==> src/shared/format_unit_pkg.sv <==
// Package for the format-command decoder: opcodes, field positions,
// defaults, sense codes and reset values.
// Assumes a single 25 MHz clock domain; the files that use it need it compiled first.
`default_nettype none

package format_unit_pkg;

	// ----------------------------------------------------------------
	// Opcodes and command layout
	// ----------------------------------------------------------------
	localparam logic [7:0] OP_FORMAT        = 8'h04;
	localparam logic [7:0] OP_REQUEST_SENSE = 8'h03;
	localparam logic [7:0] OP_INQUIRY       = 8'h12;
	localparam logic [2:0] FMT_LAST_IDX     = 3'h5;
	localparam int         CTL_NORMAL_AUTO_CONTINGENT_FLAG_BIT     = 2;
	localparam int         B1_PINFO_BIT     = 7;
	localparam int         B1_LONG_BIT      = 5;
	localparam int         B1_FOLLOWS_BIT   = 4;
	localparam int         B1_DISCARD_BIT   = 3;

	// ----------------------------------------------------------------
	// Field codes
	// ----------------------------------------------------------------
	localparam logic [2:0] DFMT_BLOCK       = 3'h0;
	localparam logic [2:0] DFMT_INDEX       = 3'h4;
	localparam logic [2:0] DFMT_PHYS        = 3'h5;
	localparam logic [2:0] PI_USAGE_MAX_ON  = 3'h1;

	typedef enum logic [1:0] {FAST_FORMAT_CODE_FULL, FAST_FORMAT_CODE_SIZE_ONLY, FAST_FORMAT_CODE_NO_INIT, FAST_FORMAT_CODE_RSVD} fast_format_code_t;

	// Options: {disable_primary, disable_certification, stop_on_list_error, init_pattern_flag, immediate}
	localparam logic [4:0] OPT_DEFAULT      = 5'h0c;

	// ----------------------------------------------------------------
	// Sense answers
	// ----------------------------------------------------------------
	localparam logic [3:0] KEY_GOOD         = 4'h0;
	localparam logic [3:0] KEY_NOT_READY    = 4'h2;
	localparam logic [3:0] KEY_MEDIUM_ERR   = 4'h3;
	localparam logic [3:0] KEY_ILLEGAL_REQ  = 4'h5;
	localparam logic [7:0] ASC_INVALID_CDB  = 8'h24;
	localparam logic [7:0] ASC_NOT_READY    = 8'h04;
	localparam logic [7:0] ASCQ_FMT_PROG    = 8'h04;
	localparam logic [7:0] ASC_FMT_FAILED   = 8'h31;
	localparam logic [7:0] ASCQ_NONE        = 8'h00;

	// ----------------------------------------------------------------
	// Block lengths
	// ----------------------------------------------------------------
	localparam logic [31:0] BLOCK_LEN_RESET = 32'h00000200;
	localparam logic [31:0] BLOCK_LEN_EMUL  = 32'h00000200;
	localparam logic [31:0] BLOCK_LEN_PHYS  = 32'h00001000;

endpackage

`default_nettype wire

==> src/logic/format_unit_cdb_decoder.sv <==
// Decoder for the format command: collects the command bytes, checks
// them, applies defaults or the parameter list header, and runs the
// format handshake with the medium engine.
// Assumes all inputs are synchronous to clk; the medium engine answers
// each fmt_start with exactly one fmt_complete pulse.
`timescale 1ns/1ps
`default_nettype none

// Contract
// - Control flags come from the last command byte, whatever the length.
// - Normal auto-contingent flag must be zero; no allegiance is ever set.
// - Multi-byte fields arrive most significant byte first.
// - Parameter-list-follows one: a data-out header follows the command.
// - Without a parameter list, fixed default options apply.
// - Discard flag one: drop grown list, supplied list becomes grown list.
// - Discard flag zero: keep grown list, merge supplied list into it.
// - Defect formats 100b and 101b accepted; 000b unsupported.
// - No parameter list with nonzero defect format: illegal request.
// - Format uses latest mode-select length; saved only after success.
// - Without mode-select since reset, previous format length is reused.
// - Protection info from format flag and header usage value.
// - Fast code 00b: defect management and full medium initialisation.
// - Fast code 01b: compatible block size change only, else illegal.
// - Fast code 10b: defect management without initialising medium.
// - While formatting, all but sense and inquiry get check condition.
// - Accepted format sets unit attention for all other initiators.
module format_unit_cdb_decoder
(
	input  wire logic        clk,               // 25 MHz clock
	input  wire logic        reset_n,           // Asynchronous reset, active low
	input  wire logic        cdb_valid,         // Command byte present
	input  wire logic [7:0]  cdb_byte,          // Command byte
	input  wire logic        cdb_last,          // Byte is the control byte
	input  wire logic [3:0]  cdb_initiator,     // Issuing initiator id
	output logic             cdb_ready,         // Command byte accepted
	input  wire logic        ms_len_valid,      // Mode-select block length byte present
	input  wire logic [7:0]  ms_len_byte,       // Length byte, most significant first
	output logic             hdr_req,           // Waiting for parameter list header
	input  wire logic        hdr_valid,         // Header bytes 0 and 1 present
	input  wire logic [7:0]  hdr_byte0,         // Header byte 0
	input  wire logic [7:0]  hdr_byte1,         // Header byte 1
	output logic             resp_valid,        // Status answer pulse
	output logic             resp_check,        // Answer is check condition
	output logic [3:0]       resp_sense_key,    // Sense key
	output logic [7:0]       resp_asc,          // Additional sense code
	output logic [7:0]       resp_ascq,         // Additional sense qualifier
	output logic             pass_valid,        // Command handed to other decoders
	output logic [7:0]       pass_opcode,       // Its opcode
	output logic             fmt_start,         // Start pulse to medium engine
	output logic             fmt_active,        // Format in progress
	output logic             disable_primary,   // Option latched at start
	output logic             disable_certification, // Option latched at start
	output logic             stop_on_list_error, // Option latched at start
	output logic             init_pattern_flag, // Option latched at start
	output logic             discard_grown_list_flag, // Replace rather than merge grown list
	output logic             defect_mgmt,       // Run defect management
	output logic             init_medium,       // Write the whole medium
	output logic             size_only,         // Change block size only
	output logic             pi_enable,         // Protection information on
	output logic [31:0]      fmt_block_len,     // Block length to format with
	input  wire logic        fmt_complete,      // Engine finished pulse
	input  wire logic        fmt_good,          // Finish was successful
	output logic [31:0]      saved_block_len,   // Length of last good format
	output logic             degraded,          // Last format failed
	output logic             ua_set,            // Unit attention pulse
	output logic [3:0]       ua_except_id       // Initiator spared from it
);

	// ------------------------------------------------------------------
	// State and storage
	// ------------------------------------------------------------------
	typedef enum logic [1:0] {ST_IDLE, ST_HDR, ST_FORMAT} state_t;

	state_t      state_reg;
	state_t      state_next;
	logic [7:0]  cdb_mem [0:4];
	logic [2:0]  idx_reg;
	logic [31:0] ms_len_reg;
	logic        ms_seen_reg;
	logic [4:0]  opt_reg;
	logic        pinfo_reg;
	logic        discard_reg;
	logic [1:0]  fast_format_code_reg;
	logic        immed_reg;

	// ------------------------------------------------------------------
	// Decode of the finished command
	// ------------------------------------------------------------------
	wire         take       = cdb_valid && cdb_ready;
	wire         cmd_end    = take && cdb_last;
	wire [7:0]   opcode     = (idx_reg == 3'h0) ? cdb_byte : cdb_mem[0];
	wire [7:0]   flags      = cdb_mem[1];
	wire         normal_auto_contingent_flag       = cdb_byte[format_unit_pkg::CTL_NORMAL_AUTO_CONTINGENT_FLAG_BIT];
	wire         is_format  = opcode == format_unit_pkg::OP_FORMAT;
	wire         follows    = flags[format_unit_pkg::B1_FOLLOWS_BIT];
	wire [2:0]   dfmt       = flags[2:0];
	wire [1:0]   fast_format_code       = cdb_mem[4][1:0];
	wire         pinfo      = flags[format_unit_pkg::B1_PINFO_BIT];
	wire         dfmt_ok    = (dfmt == format_unit_pkg::DFMT_INDEX) ||
	                          (dfmt == format_unit_pkg::DFMT_PHYS);
	wire         dfmt_bad   = follows ? !dfmt_ok
	                                  : (dfmt != format_unit_pkg::DFMT_BLOCK);
	wire [31:0]  target_len = ms_seen_reg ? ms_len_reg : saved_block_len;
	wire         cur_phys   = (saved_block_len == format_unit_pkg::BLOCK_LEN_EMUL) ||
	                          (saved_block_len == format_unit_pkg::BLOCK_LEN_PHYS);
	wire         tgt_phys   = (target_len == format_unit_pkg::BLOCK_LEN_EMUL) ||
	                          (target_len == format_unit_pkg::BLOCK_LEN_PHYS);
	// Protection information changes the physical layout, so it never counts as compatible
	wire         compatible = cur_phys && tgt_phys && !pinfo;
	wire         fast_format_code_bad   = (fast_format_code == 2'(format_unit_pkg::FAST_FORMAT_CODE_RSVD)) ||
	                          ((fast_format_code == 2'(format_unit_pkg::FAST_FORMAT_CODE_SIZE_ONLY)) && !compatible);
	wire         fmt_bad    = (idx_reg != format_unit_pkg::FMT_LAST_IDX) || normal_auto_contingent_flag ||
	                          flags[format_unit_pkg::B1_LONG_BIT] || dfmt_bad || fast_format_code_bad;
	wire         busy_cmd   = (state_reg == ST_FORMAT);
	wire         exempt     = (opcode == format_unit_pkg::OP_REQUEST_SENSE) ||
	                          (opcode == format_unit_pkg::OP_INQUIRY);
	wire         reject     = cmd_end && busy_cmd && !exempt;
	wire         pass       = cmd_end && (busy_cmd ? exempt : !is_format);
	wire         illegal    = cmd_end && !busy_cmd && is_format && fmt_bad;
	wire         accept     = cmd_end && !busy_cmd && is_format && !fmt_bad;
	wire         go_now     = accept && !follows;
	wire         go_hdr     = (state_reg == ST_HDR) && hdr_valid;
	wire         start      = go_now || go_hdr;
	wire         immed_next = go_hdr && hdr_byte1[1];
	wire [4:0]   opt_next   = go_hdr ? {hdr_byte1[6:3], hdr_byte1[1]} : format_unit_pkg::OPT_DEFAULT;
	wire [2:0]   pi_usage   = go_hdr ? hdr_byte0[2:0] : 3'h0;
	wire         finish     = (state_reg == ST_FORMAT) && fmt_complete;
	wire         fmt_answer = finish && !immed_reg;

	// Stall the command port while a header is owed or while a finish would collide with a reject
	assign cdb_ready = (state_reg != ST_HDR) && !finish;
	assign hdr_req   = (state_reg == ST_HDR);
	assign fmt_active = (state_reg == ST_FORMAT);
	assign disable_primary       = opt_reg[4];
	assign disable_certification = opt_reg[3];
	assign stop_on_list_error    = opt_reg[2];
	assign init_pattern_flag     = opt_reg[1];
	assign discard_grown_list_flag = discard_reg;
	assign defect_mgmt = (fast_format_code_reg == 2'(format_unit_pkg::FAST_FORMAT_CODE_FULL)) ||
	                     (fast_format_code_reg == 2'(format_unit_pkg::FAST_FORMAT_CODE_NO_INIT));
	assign init_medium = (fast_format_code_reg == 2'(format_unit_pkg::FAST_FORMAT_CODE_FULL));
	assign size_only   = (fast_format_code_reg == 2'(format_unit_pkg::FAST_FORMAT_CODE_SIZE_ONLY));

	// ------------------------------------------------------------------
	// State machine
	// ------------------------------------------------------------------
	always_comb
	begin
		state_next = state_reg;
		unique case (state_reg)
			ST_IDLE:   if (go_now) state_next = ST_FORMAT;
			           else if (accept) state_next = ST_HDR;
			ST_HDR:    if (hdr_valid) state_next = ST_FORMAT;
			ST_FORMAT: if (fmt_complete) state_next = ST_IDLE;
		endcase
	end

	always_ff @(posedge clk or negedge reset_n)
	begin
		if (!reset_n)
			state_reg <= ST_IDLE;
		else
			state_reg <= state_next;
	end

	// ------------------------------------------------------------------
	// Command byte capture
	// ------------------------------------------------------------------
	always_ff @(posedge clk or negedge reset_n)
	begin
		if (!reset_n)
			idx_reg <= 3'h0;
		else if (cmd_end)
			idx_reg <= 3'h0;
		else if (take && idx_reg != 3'h7)
			idx_reg <= idx_reg + 3'h1;
	end

	always_ff @(posedge clk)
	begin
		if (take && idx_reg < 3'h5)
			cdb_mem[idx_reg] <= cdb_byte;
	end

	// ------------------------------------------------------------------
	// Block length: shifted in most significant byte first
	// ------------------------------------------------------------------
	always_ff @(posedge clk or negedge reset_n)
	begin
		if (!reset_n)
		begin
			ms_len_reg  <= 32'h00000000;
			ms_seen_reg <= 1'b0;
		end
		else if (ms_len_valid)
		begin
			ms_len_reg  <= {ms_len_reg[23:0], ms_len_byte};
			ms_seen_reg <= 1'b1;
		end
	end

	// A failed format leaves the stored length alone so a retry starts from the same point
	always_ff @(posedge clk or negedge reset_n)
	begin
		if (!reset_n)
			saved_block_len <= format_unit_pkg::BLOCK_LEN_RESET;
		else if (finish && fmt_good)
			saved_block_len <= fmt_block_len;
	end

	always_ff @(posedge clk or negedge reset_n)
	begin
		if (!reset_n)
			degraded <= 1'b0;
		else if (finish)
			degraded <= !fmt_good;
	end

	// ------------------------------------------------------------------
	// Options latched at acceptance and at start
	// ------------------------------------------------------------------
	always_ff @(posedge clk or negedge reset_n)
	begin
		if (!reset_n)
		begin
			pinfo_reg   <= 1'b0;
			discard_reg <= 1'b0;
			fast_format_code_reg    <= 2'h0;
			fmt_block_len <= format_unit_pkg::BLOCK_LEN_RESET;
		end
		else if (accept)
		begin
			pinfo_reg   <= pinfo;
			discard_reg <= flags[format_unit_pkg::B1_DISCARD_BIT];
			fast_format_code_reg    <= fast_format_code;
			fmt_block_len <= target_len;
		end
	end

	always_ff @(posedge clk or negedge reset_n)
	begin
		if (!reset_n)
		begin
			opt_reg   <= format_unit_pkg::OPT_DEFAULT;
			immed_reg <= 1'b0;
			pi_enable <= 1'b0;
		end
		else if (start)
		begin
			opt_reg   <= opt_next;
			immed_reg <= immed_next;
			pi_enable <= (go_now ? pinfo : pinfo_reg) &&
			             (pi_usage <= format_unit_pkg::PI_USAGE_MAX_ON);
		end
	end

	// ------------------------------------------------------------------
	// Answers and pulses
	// ------------------------------------------------------------------
	wire         ans_now   = reject || illegal || fmt_answer || (start && immed_next);
	wire         ans_check = reject || illegal || (fmt_answer && !fmt_good);
	wire [3:0]   ans_key   = reject  ? format_unit_pkg::KEY_NOT_READY :
	                         illegal ? format_unit_pkg::KEY_ILLEGAL_REQ :
	                         ans_check ? format_unit_pkg::KEY_MEDIUM_ERR : format_unit_pkg::KEY_GOOD;
	wire [7:0]   ans_asc   = reject  ? format_unit_pkg::ASC_NOT_READY :
	                         illegal ? format_unit_pkg::ASC_INVALID_CDB :
	                         ans_check ? format_unit_pkg::ASC_FMT_FAILED : format_unit_pkg::ASCQ_NONE;
	wire [7:0]   ans_ascq  = reject ? format_unit_pkg::ASCQ_FMT_PROG : format_unit_pkg::ASCQ_NONE;

	always_ff @(posedge clk or negedge reset_n)
	begin
		if (!reset_n)
		begin
			resp_valid     <= 1'b0;
			resp_check     <= 1'b0;
			resp_sense_key <= 4'h0;
			resp_asc       <= 8'h00;
			resp_ascq      <= 8'h00;
		end
		else
		begin
			resp_valid     <= ans_now;
			resp_check     <= ans_now && ans_check;
			resp_sense_key <= ans_now ? ans_key : 4'h0;
			resp_asc       <= ans_now ? ans_asc : 8'h00;
			resp_ascq      <= ans_now ? ans_ascq : 8'h00;
		end
	end

	always_ff @(posedge clk or negedge reset_n)
	begin
		if (!reset_n)
		begin
			pass_valid   <= 1'b0;
			pass_opcode  <= 8'h00;
			fmt_start    <= 1'b0;
			ua_set       <= 1'b0;
			ua_except_id <= 4'h0;
		end
		else
		begin
			pass_valid <= pass;
			fmt_start  <= start;
			ua_set     <= accept;
			if (pass)
				pass_opcode <= opcode;
			if (accept)
				ua_except_id <= cdb_initiator;
		end
	end

	// ------------------------------------------------------------------
	// Checks
	// ------------------------------------------------------------------
	busy_reject_a: assert property (@(posedge clk) disable iff (!reset_n)
		reject |=> resp_valid && resp_check && resp_sense_key == format_unit_pkg::KEY_NOT_READY)
		else $error("busy command not rejected");
	exempt_pass_a: assert property (@(posedge clk) disable iff (!reset_n)
		(cmd_end && busy_cmd && exempt) |=> pass_valid && !resp_valid)
		else $error("sense or inquiry not passed while busy");
	normal_auto_contingent_flag_reject_a: assert property (@(posedge clk) disable iff (!reset_n)
		(cmd_end && !busy_cmd && is_format && normal_auto_contingent_flag) |=> resp_check && !fmt_start ##1 !fmt_active)
		else $error("auto-contingent flag accepted");
	dfmt_nolist_a: assert property (@(posedge clk) disable iff (!reset_n)
		(cmd_end && !busy_cmd && is_format && !follows && dfmt != 3'h0)
		|=> resp_check && resp_asc == format_unit_pkg::ASC_INVALID_CDB)
		else $error("defect format without list accepted");
	default_opts_a: assert property (@(posedge clk) disable iff (!reset_n)
		go_now |=> fmt_start && {disable_primary, disable_certification, stop_on_list_error,
		init_pattern_flag} == 4'h6)
		else $error("default options wrong");
	header_wait_a: assert property (@(posedge clk) disable iff (!reset_n)
		(accept && follows) |=> hdr_req && !cdb_ready && !fmt_start)
		else $error("header not awaited");
	len_saved_a: assert property (@(posedge clk) disable iff (!reset_n)
		(finish && !fmt_good) |=> $stable(saved_block_len) && degraded)
		else $error("length saved after failed format");
	len_reuse_a: assert property (@(posedge clk) disable iff (!reset_n)
		(accept && !ms_seen_reg) |=> fmt_block_len == $past(saved_block_len))
		else $error("saved length not reused");
	unit_attn_a: assert property (@(posedge clk) disable iff (!reset_n)
		accept |=> ua_set && ua_except_id == $past(cdb_initiator))
		else $error("unit attention missing");
	size_only_a: assert property (@(posedge clk) disable iff (!reset_n)
		(fmt_active && size_only) |-> !init_medium && !defect_mgmt)
		else $error("size-only mode touches medium");

endmodule

`default_nettype wire

==> config.mk <==
export PLATFORM = sky130hd
export DESIGN_NAME = format_unit_cdb_decoder
export DESIGN_NICKNAME = d
export VERILOG_FILES = /design/src/shared/format_unit_pkg.sv /design/src/logic/format_unit_cdb_decoder.sv
export SDC_FILE = /design/constraint.sdc
export NUM_CORES = 1
export LEC_CHECK = 0
export BUFFER_PORTS_ARGS = -buffer_cell sky130_fd_sc_hd__buf_2
export CAP_MARGIN = 40
export CORE_ASPECT_RATIO = 0.8
export CORE_MARGIN = 3
export CORE_UTILIZATION = 35
export CTS_CLUSTER_SIZE = 8
export DETAILED_ROUTE_END_ITERATION = 8
export GPL_TIMING_DRIVEN = 0
export SKIP_LAST_GASP = 1
export SYNTH_ARGS = -nofsm -noshare
export SYNTH_HDL_FRONTEND = slang
export SYNTH_SLANG_ARGS = --single-unit
==> constraint.sdc <==
create_clock -name clk -period 4.4 [get_ports clk]
set_clock_uncertainty 0.15 [all_clocks]
set_input_delay 0.88 -clock clk [delete_from_list [all_inputs] [get_ports clk]]
set_output_delay 0.88 -clock clk [all_outputs]
set_load 0.01 [all_outputs]
==> flow_summary.toml, run 1 <==
[drt]
vias_per_cell = 5.11
drt_first_iter_violations = 352
ant_nets = 0
finalWirelength_um = 17900
avgRoutedWirePerCell_um = 18.4
vias = 4970
dr.pass1.iters = 6
drc = 0

[clock_network]
clock_sinks = 153
clock_latency_ns = 0.43
clk_pin_slew_worst_paths_ns = 0.06
post_cts_buffers = 0
cts_buffers = 17
post_cts_resize_count = 0
cts_tree = "yes"
cts_hold_buf = 0
htree_levels = 4
clock_path_buffers = 2
clockRootBuffer = "clkbuf_16"

[layout]
fillers = 1696
antenna_cells = 0
seq_area_mm2 = 0.00392
fin_nets = 758
drive_gt1_share_pct = 39.2
final_common_cell = "buf_2"
postLayoutCellArea_mm2 = 0.00856
multi_input_area_mm2 = 0.00264
layout_common_cells = "buf_2, dfrtp_1, mux2_2"
areaGrowthSynthToFinish_pct = 26.5

[synth]
yosysTopAreaCellShare_pct = 48.8
synth_seq_area_share_pct = 57.9
synth_area_mm2 = 0.00676
yosysWarningCount = 0
synthCells = 537
synth_top_area_cell = "dfrtp_1"
synth_cell_types = 54
synth_ff_type = "dfrtp_1"
synthArstFlopShare_pct = 88.9
synth_edf_count = 17
avgSynthCellArea_um2 = 12.6
ys_ff_latch = 153
synth_top_cells_by_area = "dfrtp_1, mux2_2, edfxtp_1, mux2i_1, nand2_1"

[setup_path]
worstPathArrival_ns = 3.44
start_kind = "flip-flop"
critical_path.max_stage_delay_ns = 0.54
worstPathCellList = "inv_1 -> ha_1 -> or4b_1 -> or4_4 -> a2111oi_4 -> a41oi_4 -> clkbuf_1 -> nand2_1 -> o21ai_0"
path_max_fanout = 10
cp_slowest_cell = "or4b_1"
cp-end-kind = "flip-flop"
cp_data_required_time_ns = 4.53
path_class = "reg2reg"

[sta]
worst_slew_pin_slew_ns = 0.811
slew-limit-headroom_pct = 45.4
fin_ws_ns = 1.08
hold_violations = 0
setup_violations = 0
max_freq_mhz = 302
finalMaxSlewViolations = 0
min_period_ns = 3.32
finalCritPeriodShare_pct = 75.3
fin_setup_tns_ns = 0
hold-worst-slack_ns = 0.280
rsz0062_at_grt = "false"

[pwr]
ir_drop_uv = 220
leakagePower_nw = 4.38
p_per_area_mw_per_mm2 = 501

[global_routing]
busiest_layer = "met2"
met2_usage_pct = 26.0
grt_pass1_wl_um = 28200
grt_pass1_vias = 5059
met1_usage_pct = 24.8
grt_overflow_total = 0
grt_max_degree = 73
gr-usage-met3_pct = 4.95
track_usage_pct = 17.6
antenna_found_initial = 0

[place]
post-place-ws_ns = 1.10
hpwl_um = 13400
dpl-instance-area_mm2 = 0.00786
place.gp.congestion = 0.820
port_buffers = 135

[floorplanning]
die_w_um = 161
die_area_mm2 = 0.0210
rows = 44
ios = 158
start_util_pct = 36.5
coreArea_mm2 = 0.0186
die_y_um = 130

[run_status]
status = "finished, final reports clean"

[flow_run]
cap_viol_max_count = 0

[hold_path]
hold_path.class = "in2async"
metrics by stage:
stage	utilization, %	power [mW]	std cells
CTS	46.1	4.32	973
detailed placement	42.3	2.58	941
global route	46.1	4.49	973
global placement	42.0	2.52	936
floorplan	-	2.27	548
finish	46.1	4.28	973
final cells by class:
class,instances,share of cell area [%]
Sequential cell,153,45.8
Timing Repair Buffer,140,8.52
Tap cell,253,3.70
Clock buffer,20,5.35
Clock inverter,12,2.84
Multi-Input combinational cell,344,30.9
Buffer,33,2.15
Inverter,18,0.790
cell families after synthesis:
group	Yosys count	synth area share [%]
flip-flops	153	57.9
AND/OR/NAND/NOR	136	10.5
multiplexers	118	19.2
AO/OA/AOI/OAI	67	6.75
buffers and inverters	51	3.72
adder cells (fa/ha/maj)	7	1.30
XOR/XNOR	4	0.518
other	1	0.0555
worst max-delay path: cells and delay by family (launching register included):
kind / cells / cell delay [ns]
AND/OR/NAND/NOR: 3 / 1.17
buffers and inverters: 2 / 0.45
AO/OA/AOI/OAI: 3 / 0.72
flip-flops: 1 / 0.36
adder cells (fa/ha/maj): 1 / 0.32
cells in the mapped netlist, drive strengths merged, types with 2 or more instances:
cell     count
a2111oi      3
a21oi        5
a32o         2
and2         2
buf         17
clkbuf      16
dfrtp      132
dfstp        4
edfxtp      17
ha           7
inv         18
mux2        87
mux2i       31
nand2       56
nand2b       4
nand3        7
nand4        7
nand4b       2
nor2         9
nor2b        3
nor3         3
nor4        31
nor4b        4
o21ai       40
o221ai       2
o22a         2
o22ai        2
o2bb2ai      2
or4          2
xor2         3
final timing paths:
check                               start                end  slack [ns]  cells after the start
min in group clk           pass_opcode[5]     pass_opcode[5]        0.34                      1
hold reg to reg            pass_opcode[5]     pass_opcode[5]        0.34                      1
setup reg to reg             state_reg[0]  fmt_block_len[12]        1.08                      9
setup / recovery             state_reg[0]  fmt_block_len[12]        1.08                      9
hold / removal                    reset_n     pass_opcode[7]        0.28                      1
max in group asynchronous         reset_n         opt_reg[3]        3.05                      2
report_power, final:
group / switching [mW] / internal [mW]
combinational: 0.393 / 0.361
sequential: 0.170 / 1.63
clock: 0.577 / 1.15
total: 1.14 / 3.14
routing by layer:
metal / vias to the layer above / part of all wire, %
li1: 2276 / -
met1: 2515 / 48
met2: 161 / 44
met3: 18 / 6.6
met4: 0 / 1.5
met5: - / 0
(Power assumes the default switching activity.)
==> run 2, diff against run 1 <==
==> constraint.sdc (replaced) <==
create_clock -name clk -period 2.9 [get_ports clk]
set_clock_uncertainty 0.15 [all_clocks]
set_input_delay 0.58 -clock clk [delete_from_list [all_inputs] [get_ports clk]]
set_output_delay 0.58 -clock clk [all_outputs]
set_load 0.01 [all_outputs]
==> flow_summary.toml, run 2 (same netlist as run 1, synthesis figures left out) <==
[layout]
antenna_cells = 0
multi_input_area_mm2 = 0.00282
fillers = 1686
fin_cells = 993
drive_gt1_share_pct = 45.9
fin_nets = 778
seq_area_mm2 = 0.00392
final_common_cell = "buf_2"
areaGrowthSynthToFinish_pct = 31.4
layout_common_cells = "buf_2, dfrtp_1, mux2_2"
postLayoutCellArea_mm2 = 0.00888

[pwr]
leakagePower_nw = 4.51
p_per_area_mw_per_mm2 = 691
ir_drop_uv = 350

[global_routing]
met2_usage_pct = 26.6
track_usage_pct = 18.2
grt_pass1_vias = 5138
grt_overflow_total = 0
met1_usage_pct = 26.4
gr-usage-met3_pct = 4.73
grt_pass1_wl_um = 29500
busiest_layer = "met2"
antenna_found_initial = 0
grt_max_degree = 71

[run_status]
violations = "negative hold slack, negative setup slack"
status = "finished, violations left"

[clock_network]
htree_levels = 4
clock_path_buffers = 2
clockRootBuffer = "clkbuf_16"
clk_pin_slew_worst_paths_ns = 0.06
cts_buffers = 17
clock_latency_ns = 0.43
clock_sinks = 153
cts_tree = "yes"

[floorplanning]
start_util_pct = 36.5
die_area_mm2 = 0.0210
die_w_um = 161
ios = 158
die_y_um = 130
rows = 44
coreArea_mm2 = 0.0186

[setup_path]
worstPathCellList = "ha_4 -> or4b_1 -> or4_4 -> buf_12 -> a21oi_4 -> a41oi_4 -> buf_6 -> buf_8 -> mux2_4"
cp_data_required_time_ns = 3.06
path_class = "reg2reg"
crit_buf_inv = 3
critical_path.max_stage_delay_ns = 0.48
path_max_fanout = 5
cp-end-kind = "flip-flop"
crit_family = "simple AND/OR/NAND/NOR gates"
worstPathArrival_ns = 3.12
cp_slowest_cell = "or4_4"
start_kind = "flip-flop"

[drt]
dr.pass1.iters = 6
vias_per_cell = 5.06
avgRoutedWirePerCell_um = 19.1
vias = 5029
finalWirelength_um = 18900
drt_first_iter_violations = 350
ant_nets = 0
drc = 0

[place]
dpl-instance-area_mm2 = 0.00786
dp.cells = 941
place.gp.congestion = 0.855
hpwl_um = 13600
port_buffers = 135

[sta]
worst_slew_pin_slew_ns = 0.793
rsz0062_at_grt = "true"
hold-worst-slack_ns = -0.00543
setup_violations = 11
hold_violations = 2
fin_ws_ns = -0.0658
slew-limit-headroom_pct = 47.1
finalMaxSlewViolations = 0
finalCritPeriodShare_pct = 102
max_freq_mhz = 337
min_period_ns = 2.97

[flow_run]
cap_viol_max_count = 0

[hold_path]
hold_path.class = "in2async"
run 2: layer usage:
layer	up-vias	wire, um
li1	2325	-
met1	2528	9220
met2	156	8310
met3	20	1050
met4	0	330
met5	-	0
run 2: report_power, final:
group          switching, mW  leakage (nW)  internal (mW)
clock                  0.846         0.273           1.27
sequential             0.263          1.93           2.47
combinational          0.661          2.31          0.630
run 2: area by class of cell:
| type | instances | area share (%) |
|---|---|---|
| clock inverter | 7 | 0.775 |
| buffer | 33 | 2.61 |
| tap | 253 | 3.56 |
| timing repair buffer | 160 | 10.9 |
| inverter | 18 | 0.761 |
| clock buffer | 25 | 5.58 |
| sequential | 153 | 44.1 |
| multi-input combinational | 344 | 31.7 |
run 2: per-stage QoR:
| stage | TNS, ns | power, mW | setup slack, ns | util [%] |
|---|---|---|---|---|
| 6_report | -0.428 | 6.14 | -0.0658 | 47.9 |
| 5_1_grt | -2.10 | 6.44 | -0.140 | 47.9 |
| 4_1_cts | -4.00 | 6.12 | -0.158 | 46.7 |
| 3_5_place_dp | -10.03 | 3.91 | -0.303 | 42.3 |
| 3_3_place_gp | -105.88 | 3.82 | -0.679 | 42.0 |
| 2_1_floorplan | 0 | 3.44 | 0.0486 | - |
run 2: worst paths after layout:
check | start | to | slack [ns] | cells after the start
hold reg to reg | cdb_mem[1][3] | discard_grown_list_flag | 0.33 | 1
setup / recovery | state_reg[1] | ua_except_id[1] | -0.07 | 9
hold / removal | reset_n | pass_opcode[3] | -0.005 | 1
min in group clk | hdr_byte1[6] | opt_reg[4] | 0.22 | 2
setup reg to reg | state_reg[1] | ua_except_id[1] | -0.07 | 9
max in group asynchronous | reset_n | fmt_block_len[9] | 1.83 | 2
run 2: timing repair:
| action | CTS | global route |
|---|---|---|
| cloned | 1 | 2 |
| setup endpoints to repair | 49 | 58 |
| hold buffers | 0 | 0 |
| resized for setup | 41 | 69 |
| pin swaps | 18 | 13 |
| setup buffers | 14 | 3 |
